==> src/rtl/fbms_pkg.sv <==
// Purpose: Shared constants for the serial flash boot mode selector.
// Assumes: System clock of 200 MHz.
// Notes: Times are kept in ns and turned into cycle counts here.
package fbms_pkg;
	localparam int unsigned CLK_PERIOD_NS = 5;
	// Default asynchronous bit time, 9600 baud.
	localparam int unsigned BIT_TIME_NS = 104167;
	localparam int unsigned BIT_CYCLES_DEF = BIT_TIME_NS / CLK_PERIOD_NS;
	// Cycles after reset release before pin levels are trusted.
	localparam logic [3:0] SETTLE_CYCLES = 4'h8;
	localparam int unsigned USER_AREA_BYTES = 24 * 1024;
	localparam int unsigned BOOT_AREA_BYTES = 384;
	localparam int unsigned FIFO_DEPTH_DEF = 16;
	localparam int unsigned DATA_W = 8;
	localparam logic [3:0] SYNC_FRAME_BITS = 4'h8;
	localparam logic [3:0] ASYNC_FRAME_BITS = 4'hA;
	localparam int unsigned PIN_BOOT = 0;
	localparam int unsigned PIN_CLK = 1;
	localparam int unsigned PIN_RX = 2;
	localparam int unsigned NUM_PINS = 3;
	typedef enum logic [1:0] {
		FBMS_MD_SETTLE = 2'b01,
		FBMS_MD_RUN = 2'b10
	} fbms_md_e;
	typedef enum logic [3:0] {
		FBMS_RX_IDLE = 4'b0001,
		FBMS_RX_START = 4'b0010,
		FBMS_RX_DATA = 4'b0100,
		FBMS_RX_STOP = 4'b1000
	} fbms_rx_e;
endpackage

==> src/rtl/fbms_boot_ctrl.sv <==
// Purpose: Boot mode capture, serial programming link and flash area guard.
// Assumes: Pins are asynchronous to sys_clk; link clock well below sys_clk/8.
// Notes: Received bytes pass a FIFO with a registered output stage.
`timescale 1ns/100ps

module fbms_fifo #(
	parameter int unsigned WIDTH = 8,
	parameter int unsigned DEPTH = 16
) (
	// Clock and reset.
	input wire logic sys_clk,
	input wire logic rst,
	// Fill side.
	input wire logic in_valid,
	input wire logic [WIDTH-1:0] in_data,
	output logic in_ready,
	// Drain side.
	output logic out_valid,
	output logic [WIDTH-1:0] out_data,
	input wire logic out_ready
);
	localparam int unsigned AW = $clog2(DEPTH);
	logic [WIDTH-1:0] mem_r [DEPTH];
	logic [AW-1:0] wr_ptr_r;
	logic [AW-1:0] rd_ptr_r;
	logic [AW:0] count_r;
	logic push;
	logic pop;
	assign in_ready = (count_r != (AW+1)'(DEPTH));
	assign push = in_valid && in_ready;
	// The output stage refills whenever it is empty or being taken.
	assign pop = (count_r != '0) && (!out_valid || out_ready);
	always_ff @(posedge sys_clk) begin
		if (push) begin
			mem_r[wr_ptr_r] <= in_data;
		end
	end
	always_ff @(posedge sys_clk or posedge rst) begin
		if (rst) begin
			wr_ptr_r <= '0;
			rd_ptr_r <= '0;
			count_r <= '0;
		end else begin
			if (push) begin
				wr_ptr_r <= (wr_ptr_r == AW'(DEPTH - 1)) ? '0 : wr_ptr_r + 1'b1;
			end
			if (pop) begin
				rd_ptr_r <= (rd_ptr_r == AW'(DEPTH - 1)) ? '0 : rd_ptr_r + 1'b1;
			end
			count_r <= count_r + (AW+1)'(push) - (AW+1)'(pop);
		end
	end
	always_ff @(posedge sys_clk or posedge rst) begin
		if (rst) begin
			out_valid <= 1'b0;
			out_data <= '0;
		end else if (pop) begin
			out_valid <= 1'b1;
			out_data <= mem_r[rd_ptr_r];
		end else if (out_ready) begin
			out_valid <= 1'b0;
		end
	end
endmodule // fbms_fifo

module fbms_boot_ctrl
	import fbms_pkg::*;
#(
	parameter int unsigned BIT_CYCLES = BIT_CYCLES_DEF,
	parameter int unsigned FIFO_DEPTH = FIFO_DEPTH_DEF,
	parameter int unsigned ADDR_W = 16,
	parameter logic [ADDR_W-1:0] USER_BASE = 16'h8000,
	parameter logic [ADDR_W-1:0] BOOT_BASE = 16'hF000
) (
	// Clock and reset.
	input wire logic sys_clk,
	input wire logic rst,
	// Boot and link pins.
	input wire logic boot_select_pin,
	input wire logic serial_clock_pin,
	input wire logic serial_receive_pin,
	output logic serial_transmit_pin_r,
	output logic busy_pin_r,
	output logic busy_pin_oe_r,
	// Captured mode.
	output logic mode_valid_r,
	output logic mode_serial_r,
	output logic mode_sync_r,
	// Received bytes towards the core.
	output logic rx_valid_r,
	output logic [DATA_W-1:0] rx_data_r,
	input wire logic rx_ready,
	// Bytes from the core to send.
	input wire logic tx_valid,
	input wire logic [DATA_W-1:0] tx_data,
	output logic tx_ready_r,
	// Flash rewrite requests from the core.
	input wire logic fl_req,
	input wire logic fl_erase,
	input wire logic [ADDR_W-1:0] fl_addr,
	output logic fl_go_r,
	output logic fl_erase_all_r,
	output logic fl_reject_r
);
	localparam int unsigned BW = $clog2(BIT_CYCLES + 1);
	localparam logic [BW-1:0] BIT_LAST = BW'(BIT_CYCLES - 1);
	localparam logic [BW-1:0] HALF_BIT = BW'(BIT_CYCLES / 2);

	logic [NUM_PINS-1:0] pins;
	logic [NUM_PINS-1:0] s1_r;
	logic [NUM_PINS-1:0] s2_r;
	logic [NUM_PINS-1:0] s3_r;
	logic [NUM_PINS-1:0] flt_r;
	logic clk_prev_r;
	logic clk_rise;
	logic clk_fall;
	logic link_on;
	fbms_md_e md_r;
	logic [3:0] settle_r;
	fbms_rx_e rx_st_r;
	logic [BW-1:0] rx_tmr_r;
	logic [3:0] rx_cnt_r;
	logic [DATA_W-1:0] rx_sh_r;
	logic push_r;
	logic [DATA_W-1:0] push_data_r;
	logic fifo_in_ready;
	logic fifo_out_valid;
	logic [DATA_W-1:0] fifo_out_data;
	logic [BW-1:0] tx_tmr_r;
	logic [3:0] tx_cnt_r;
	logic [ASYNC_FRAME_BITS-1:0] tx_sh_r;
	logic tx_tick;
	logic tx_load;
	logic in_user;
	logic in_boot;

	assign pins = {serial_receive_pin, serial_clock_pin, boot_select_pin};

	// Three stages per pin; a level counts only when stages two and three agree.
	genvar gi;
	generate
		for (gi = 0; gi < NUM_PINS; gi++) begin : g_sync
			always_ff @(posedge sys_clk or posedge rst) begin
				if (rst) begin
					s1_r[gi] <= 1'b0;
					s2_r[gi] <= 1'b0;
					s3_r[gi] <= 1'b0;
					flt_r[gi] <= 1'b0;
				end else begin
					s1_r[gi] <= pins[gi];
					s2_r[gi] <= s1_r[gi];
					s3_r[gi] <= s2_r[gi];
					if (s2_r[gi] == s3_r[gi]) begin
						flt_r[gi] <= s3_r[gi];
					end
				end
			end
		end
	endgenerate

	always_ff @(posedge sys_clk or posedge rst) begin
		if (rst) begin
			clk_prev_r <= 1'b0;
		end else begin
			clk_prev_r <= flt_r[PIN_CLK];
		end
	end
	assign clk_rise = flt_r[PIN_CLK] && !clk_prev_r;
	assign clk_fall = !flt_r[PIN_CLK] && clk_prev_r;

	// Pins are captured once, after the synchronisers have settled past release.
	always_ff @(posedge sys_clk or posedge rst) begin
		if (rst) begin
			md_r <= FBMS_MD_SETTLE;
			settle_r <= '0;
			mode_valid_r <= 1'b0;
			mode_serial_r <= 1'b0;
			mode_sync_r <= 1'b0;
		end else begin
			unique case (md_r)
				FBMS_MD_SETTLE: begin
					settle_r <= settle_r + 1'b1;
					if (settle_r == SETTLE_CYCLES) begin
						md_r <= FBMS_MD_RUN;
						mode_valid_r <= 1'b1;
						mode_serial_r <= flt_r[PIN_BOOT];
						mode_sync_r <= flt_r[PIN_BOOT] && flt_r[PIN_CLK];
					end
				end
				FBMS_MD_RUN: begin
					md_r <= FBMS_MD_RUN;
				end
			endcase
		end
	end

	// The serial channel exists only for programming traffic.
	assign link_on = mode_valid_r && mode_serial_r;

	// Receive path: clock edges in synchronous mode, bit timer otherwise.
	always_ff @(posedge sys_clk or posedge rst) begin
		if (rst) begin
			rx_st_r <= FBMS_RX_IDLE;
			rx_tmr_r <= '0;
			rx_cnt_r <= '0;
			rx_sh_r <= '0;
			push_r <= 1'b0;
			push_data_r <= '0;
		end else begin
			push_r <= 1'b0;
			unique case (rx_st_r)
				FBMS_RX_IDLE: begin
					rx_cnt_r <= '0;
					rx_tmr_r <= '0;
					if (link_on && mode_sync_r) begin
						rx_st_r <= FBMS_RX_DATA;
					end else if (link_on && !flt_r[PIN_RX]) begin
						rx_st_r <= FBMS_RX_START;
					end
				end
				FBMS_RX_START: begin
					rx_tmr_r <= rx_tmr_r + 1'b1;
					if (rx_tmr_r == HALF_BIT) begin
						rx_tmr_r <= '0;
						rx_st_r <= flt_r[PIN_RX] ? FBMS_RX_IDLE : FBMS_RX_DATA;
					end
				end
				FBMS_RX_DATA: begin
					if (mode_sync_r) begin
						if (clk_rise) begin
							rx_sh_r <= {flt_r[PIN_RX], rx_sh_r[DATA_W-1:1]};
							rx_cnt_r <= rx_cnt_r + 1'b1;
							if (rx_cnt_r == SYNC_FRAME_BITS - 1'b1) begin
								rx_cnt_r <= '0;
								push_r <= 1'b1;
								push_data_r <= {flt_r[PIN_RX], rx_sh_r[DATA_W-1:1]};
							end
						end
					end else begin
						rx_tmr_r <= rx_tmr_r + 1'b1;
						if (rx_tmr_r == BIT_LAST) begin
							rx_tmr_r <= '0;
							rx_sh_r <= {flt_r[PIN_RX], rx_sh_r[DATA_W-1:1]};
							rx_cnt_r <= rx_cnt_r + 1'b1;
							if (rx_cnt_r == SYNC_FRAME_BITS - 1'b1) begin
								rx_st_r <= FBMS_RX_STOP;
							end
						end
					end
				end
				FBMS_RX_STOP: begin
					rx_tmr_r <= rx_tmr_r + 1'b1;
					if (rx_tmr_r == BIT_LAST) begin
						rx_st_r <= FBMS_RX_IDLE;
						// A byte with a bad stop bit is dropped.
						push_r <= flt_r[PIN_RX];
						push_data_r <= rx_sh_r;
					end
				end
				default: begin
					rx_st_r <= FBMS_RX_IDLE;
				end
			endcase
		end
	end

	// Received bytes wait here for the core, which drains them itself.
	fbms_fifo #(
		.WIDTH(DATA_W),
		.DEPTH(FIFO_DEPTH)
	) u_rx_fifo (
		.sys_clk(sys_clk),
		.rst(rst),
		.in_valid(push_r),
		.in_data(push_data_r),
		.in_ready(fifo_in_ready),
		.out_valid(fifo_out_valid),
		.out_data(fifo_out_data),
		.out_ready(rx_ready && rx_valid_r)
	);

	// A one-deep output register keeps the core port straight off flops.
	always_ff @(posedge sys_clk or posedge rst) begin
		if (rst) begin
			rx_valid_r <= 1'b0;
			rx_data_r <= '0;
		end else if (!rx_valid_r || rx_ready) begin
			rx_valid_r <= fifo_out_valid && !(rx_valid_r && rx_ready);
			rx_data_r <= fifo_out_data;
		end
	end

	// Busy is back-pressure to the programmer, driven only in synchronous mode.
	always_ff @(posedge sys_clk or posedge rst) begin
		if (rst) begin
			busy_pin_r <= 1'b0;
			busy_pin_oe_r <= 1'b0;
		end else begin
			busy_pin_oe_r <= link_on && mode_sync_r;
			busy_pin_r <= link_on && mode_sync_r && (!fifo_in_ready || !tx_ready_r);
		end
	end

	// Transmit path: shifts on falling link clock edges or on the bit timer.
	assign tx_load = tx_valid && tx_ready_r;
	assign tx_tick = mode_sync_r ? clk_fall : (tx_tmr_r == BIT_LAST);
	always_ff @(posedge sys_clk or posedge rst) begin
		if (rst) begin
			tx_ready_r <= 1'b0;
			tx_tmr_r <= '0;
			tx_cnt_r <= '0;
			tx_sh_r <= '1;
			serial_transmit_pin_r <= 1'b1;
		end else if (!link_on) begin
			tx_ready_r <= 1'b0;
		end else if (tx_load) begin
			tx_ready_r <= 1'b0;
			tx_tmr_r <= '0;
			tx_cnt_r <= mode_sync_r ? SYNC_FRAME_BITS : ASYNC_FRAME_BITS;
			tx_sh_r <= mode_sync_r ? {2'b11, tx_data} : {1'b1, tx_data, 1'b0};
		end else if (tx_cnt_r != '0) begin
			tx_tmr_r <= (tx_tmr_r == BIT_LAST) ? '0 : tx_tmr_r + 1'b1;
			if (tx_tick) begin
				serial_transmit_pin_r <= tx_sh_r[0];
				tx_sh_r <= {1'b1, tx_sh_r[ASYNC_FRAME_BITS-1:1]};
				tx_cnt_r <= tx_cnt_r - 1'b1;
			end
		end else begin
			tx_tmr_r <= (tx_tmr_r == BIT_LAST) ? '0 : tx_tmr_r + 1'b1;
			if (mode_sync_r) begin
				// The link clock rests high between frames, so waiting for a fall would stall the core.
				tx_ready_r <= 1'b1;
			end else if (tx_tick || tx_ready_r) begin
				// Final bit is held for a full bit time before the next load.
				tx_ready_r <= 1'b1;
				serial_transmit_pin_r <= 1'b1;
			end
		end
	end

	// Flash guard: boot area is never touched, user area is one block.
	assign in_boot = ({1'b0, fl_addr} >= {1'b0, BOOT_BASE}) &&
		({1'b0, fl_addr} < {1'b0, BOOT_BASE} + (ADDR_W+1)'(BOOT_AREA_BYTES));
	assign in_user = ({1'b0, fl_addr} >= {1'b0, USER_BASE}) &&
		({1'b0, fl_addr} < {1'b0, USER_BASE} + (ADDR_W+1)'(USER_AREA_BYTES));
	always_ff @(posedge sys_clk or posedge rst) begin
		if (rst) begin
			fl_go_r <= 1'b0;
			fl_erase_all_r <= 1'b0;
			fl_reject_r <= 1'b0;
		end else begin
			fl_go_r <= fl_req && link_on && in_user && !in_boot && !fl_erase;
			fl_erase_all_r <= fl_req && link_on && in_user && !in_boot && fl_erase;
			fl_reject_r <= fl_req && (!link_on || in_boot || !in_user);
		end
	end
endmodule // fbms_boot_ctrl

==> config.mk <==
export PLATFORM = sky130hd
export DESIGN_NAME = fbms_boot_ctrl
export DESIGN_NICKNAME = d
export VERILOG_FILES = /design/src/rtl/fbms_pkg.sv /design/src/rtl/fbms_boot_ctrl.sv
export SDC_FILE = /design/constraint.sdc
export NUM_CORES = 1
export LEC_CHECK = 0
export ABC_CLOCK_PERIOD_IN_PS = 3500
export BUFFER_PORTS_ARGS = -buffer_cell sky130_fd_sc_hd__clkbuf_2
export CORE_AREA = 5 5 149 151
export CTS_CLUSTER_SIZE = 16
export DETAILED_ROUTE_END_ITERATION = 8
export DIE_AREA = 0 0 154 156
export GPL_TIMING_DRIVEN = 0
export MAX_ROUTING_LAYER = met4
export PLACE_DENSITY = 0.7
export SLEW_MARGIN = 20
export SYNTH_ARGS = -nofsm -noshare
export SYNTH_HDL_FRONTEND = slang
export SYNTH_HIERARCHICAL = 1
export SYNTH_SLANG_ARGS = --single-unit
==> constraint.sdc <==
create_clock -name sys_clk -period 3.5 [get_ports sys_clk]
set_input_delay 0.175 -clock sys_clk [delete_from_list [all_inputs] [get_ports sys_clk]]
set_output_delay 0.175 -clock sys_clk [all_outputs]
set_load 0.1 [all_outputs]
==> impl_metrics.yaml <==
detailed_routing:
  first_pass_iters: 6
  drt.antenna.violating_nets: 0
  drc: 0
  vias_per_cell: 5.840
  vias: 6862
  drtIter0Drc: 471
  drt_wl_total_mm: 22.36
  wire_per_inst_um: 19.03
worst_hold_path:
  hp-class: "in2reg"
synth:
  synth_area_per_cell_um2: 14.06
  synth_flop_cell: "edfxtp_1"
  ys_top_cells_by_count: "edfxtp_1, dfrtp_1, nand2_1, nor2_1, inv_1"
  syn_nets: 851
  netlist.area_leader.share_pct: 34.29
  yosysMostFrequentCell: "edfxtp_1"
  synthDistinctLibCells: 77
  yosysWarningCount: 6
  ys_seq_area_share_pct: 63.00
  synth-edff-count: 128
  synth_area_leaders: "edfxtp_1, dfrtp_1, mux4_2, dfstp_2, mux2i_1"
  yosys.area.top_type: "edfxtp_1"
  synthArstFlopShare_pct: 50.00
  ys_ff_latch: 256
  synthCells: 797
  synth_area_um2: 11210
timing:
  period_minus_slack_ns: 3.077
  setup_viol: 0
  finalClockSkew_ns: 0.008347
  max_slew_margin_pct: 37.03
  post-route-period-util_pct: 87.90
  fin_tns_setup_ns: 0
  hold_viol: 0
  rsz0062_at_grt: "false"
  slew_viol_final: 0
  whs_ns: 0.04752
  worstMarginPinSlew_ns: 0.9421
  fmax_mhz: 325.0
power_and_ir_drop:
  irDropWorstVdd_uv: 400.5
  p_seq_share_pct: 46.7
  pwr-share-clk_pct: 39.1
  p_int_w: 0.005317
  total_power_w: 0.007026
  power_leakage_nw: 4.545
  swShare_pct: 24.32
  power_frac_comb_pct: 14.3
  p_per_area_nw_per_um2: 548.0
  p_sw_w: 0.001709
layout:
  syn2layout_area_growth_pct: 14.38
  nets: 934
  design_area_um2: 12820
  num_antenna_cells: 0
  final_core_util_pct: 61.97
  drive_gt1_share_pct: 21.56
placement:
  place_congestion: 0.8750
  place.port_buffers: 38
  dp_hpwl_mm: 15.10
  dpl-instance-area_um2: 11840
critical_path:
  crit_required_ns: 3.94
  path_class: "reg2reg"
  cp-start-kind: "flop"
  cp_max_fo: 10
  cp.arrival_ns: 3.52
  cp-end-kind: "flop"
clock_network:
  cts_root_buf: "clkbuf_16"
  cts_tree: "yes"
  htree_levels: 1
  postCtsSetupRepairBufs: 0
  numCtsBuffers: 26
  cts.path.max_buffers: 3
  cts_sinks: 256
  clock_latency_ns: 0.52
  clkTransAtPathRegs_ns: 0.06
grt:
  overflow: 0
  grt_pass1_wl_mm: 36.64
  globalRouteTotalUtil_pct: 19.46
  antenna_found_initial: 0
  grt_max_degree: 85
  first_global_vias: 7024
floorplanning:
  rows: 53
  ioPinCount: 52
  die-area_um2: 24020
  initial_core_util_pct: 54.18
  die_w_um: 154
  die_h_um: 156
  core_area_um2: 20690
status:
  status: "complete, no violations"
run:
  drv_cap: 0
[kinds of logic (layout without fill, tap and decap cells)]
| logic type | count (synthesis) | in the layout | synth area share, % |
|---|---|---|---|
| AO/OA/AOI/OAI | 127 | 127 | 7.847 |
| XOR/XNOR | 17 | 17 | 1.328 |
| adder cells (fa/ha/maj) | 24 | 24 | 2.679 |
| AND/OR/NAND/NOR | 216 | 216 | 10.53 |
| flip-flops | 256 | 256 | 63.00 |
| buffers and inverters | 73 | 176 | 3.047 |
| multiplexers | 84 | 84 | 11.57 |
[metal layers]
metal	global-route usage [%]	wire (µm)	vias to the layer above
met2	33.65	11620	179
met3	3.245	1002	49
met4	5.172	595	0
met1	24.03	9138	3463
met5	-	0	-
li1	-	-	3171
[power groups by stage]
stage	clock network (W)	logic, W	registers (W)
2_1_floorplan	0	0.000739	0.00337
3_3_place_gp	0	0.000954	0.00333
3_5_place_dp	0	0.000999	0.00334
4_1_cts	0.00281	0.00102	0.00328
5_1_grt	0.00293	0.00109	0.00329
6_report	0.00274	0.00100	0.00328
[layout by cell type (no fill, tap or decap), types with 5 or more instances in the layout]
| master | n |
|---|---|
| nor2_1 | 47 |
| o211ai_1 | 5 |
| mux2_2 | 20 |
| mux4_1 | 6 |
| clkbuf_16 | 27 |
| a221oi_1 | 7 |
| nor4_1 | 5 |
| nand2_1 | 54 |
| nand4_1 | 6 |
| edfxtp_1 | 128 |
| xnor2_1 | 7 |
| ha_1 | 20 |
| nor2b_1 | 8 |
| buf_6 | 6 |
| buf_2 | 16 |
| nor3b_1 | 7 |
| and2_1 | 12 |
| and3_1 | 8 |
| nor3_1 | 10 |
| o21ai_0 | 34 |
| mux2i_1 | 28 |
| nand3_1 | 17 |
| clkbuf_1 | 21 |
| dlygate4sd3_1 | 12 |
| dfstp_2 | 12 |
| o22ai_1 | 9 |
| xor2_1 | 10 |
| o221a_2 | 6 |
| a31oi_1 | 7 |
| mux4_2 | 26 |
| a21oi_1 | 24 |
| clkinv_2 | 5 |
| inv_1 | 37 |
| clkbuf_2 | 38 |
| dfrtp_1 | 116 |
| nand2b_1 | 5 |
| o2111ai_1 | 5 |
[layout make-up]
cell class | count | area [µm²]
multi-input combinational | 468 | 3851
sequential | 256 | 7062
clock inverter | 11 | 126.4
buffer | 35 | 198.9
fill | 1541 | 7869
clock buffer | 37 | 733.2
tap | 275 | 344.1
inverter | 38 | 147.6
timing repair buffer | 55 | 357.8
[critical path, cell delays in order (launching register included)]
cell      delay [ns]
dfrtp_1         0.37
inv_1           0.07
ha_1            0.19
nor4b_2         0.17
a21oi_1         0.35
clkbuf_1        0.45
ha_1            0.33
inv_1           0.05
ha_1            0.15
inv_1           0.06
fa_1            0.40
inv_1           0.07
a21oi_1         0.05
o21bai_1        0.15
xnor2_1         0.13
[metrics by stage]
stage	setup WS [ns]	std cells
finish	0.4234	1175
global route	0.1643	1175
CTS	0.3863	1175
detailed placement	0.4002	1115
global placement	-0.6280	1110
floorplan	0.4546	797
[worst paths after layout]
check	start	endpoint	slack (ns)	cells past startpoint
setup / recovery	u_rx_fifo/count_r[3]	u_rx_fifo/count_r[4]	0.42	14
hold / removal	tx_data[3]	tx_sh_r[4]	0.05	4
setup reg to reg	u_rx_fifo/count_r[3]	u_rx_fifo/count_r[4]	0.42	14
hold reg to reg	s1_r[1]	s2_r[1]	0.34	0
max in group asynchronous	rst	u_rx_fifo/wr_ptr_r[2]	2.54	3
min in group asynchronous	rst	rx_data_r[7]	0.16	3
[flip-flops by register name (all words and copies together) (netlist names), 5 cells and up]
| signal | flops |
|---|---|
| u_rx_fifo/out_data | 8 |
| tx_sh_r | 9 |
| u_rx_fifo/mem_r | 128 |
| rx_data_r | 8 |
| rx_sh_r | 8 |
| tx_tmr_r | 15 |
| rx_tmr_r | 15 |
| u_rx_fifo/count_r | 5 |
| push_data_r | 8 |
[timing repair]
action,in CTS,in global routing
resized for setup,0,0
endpoints found under the hold margin,116,0
hold buffers,12,0
No activity file was read; power rests on OpenSTA's default activity.
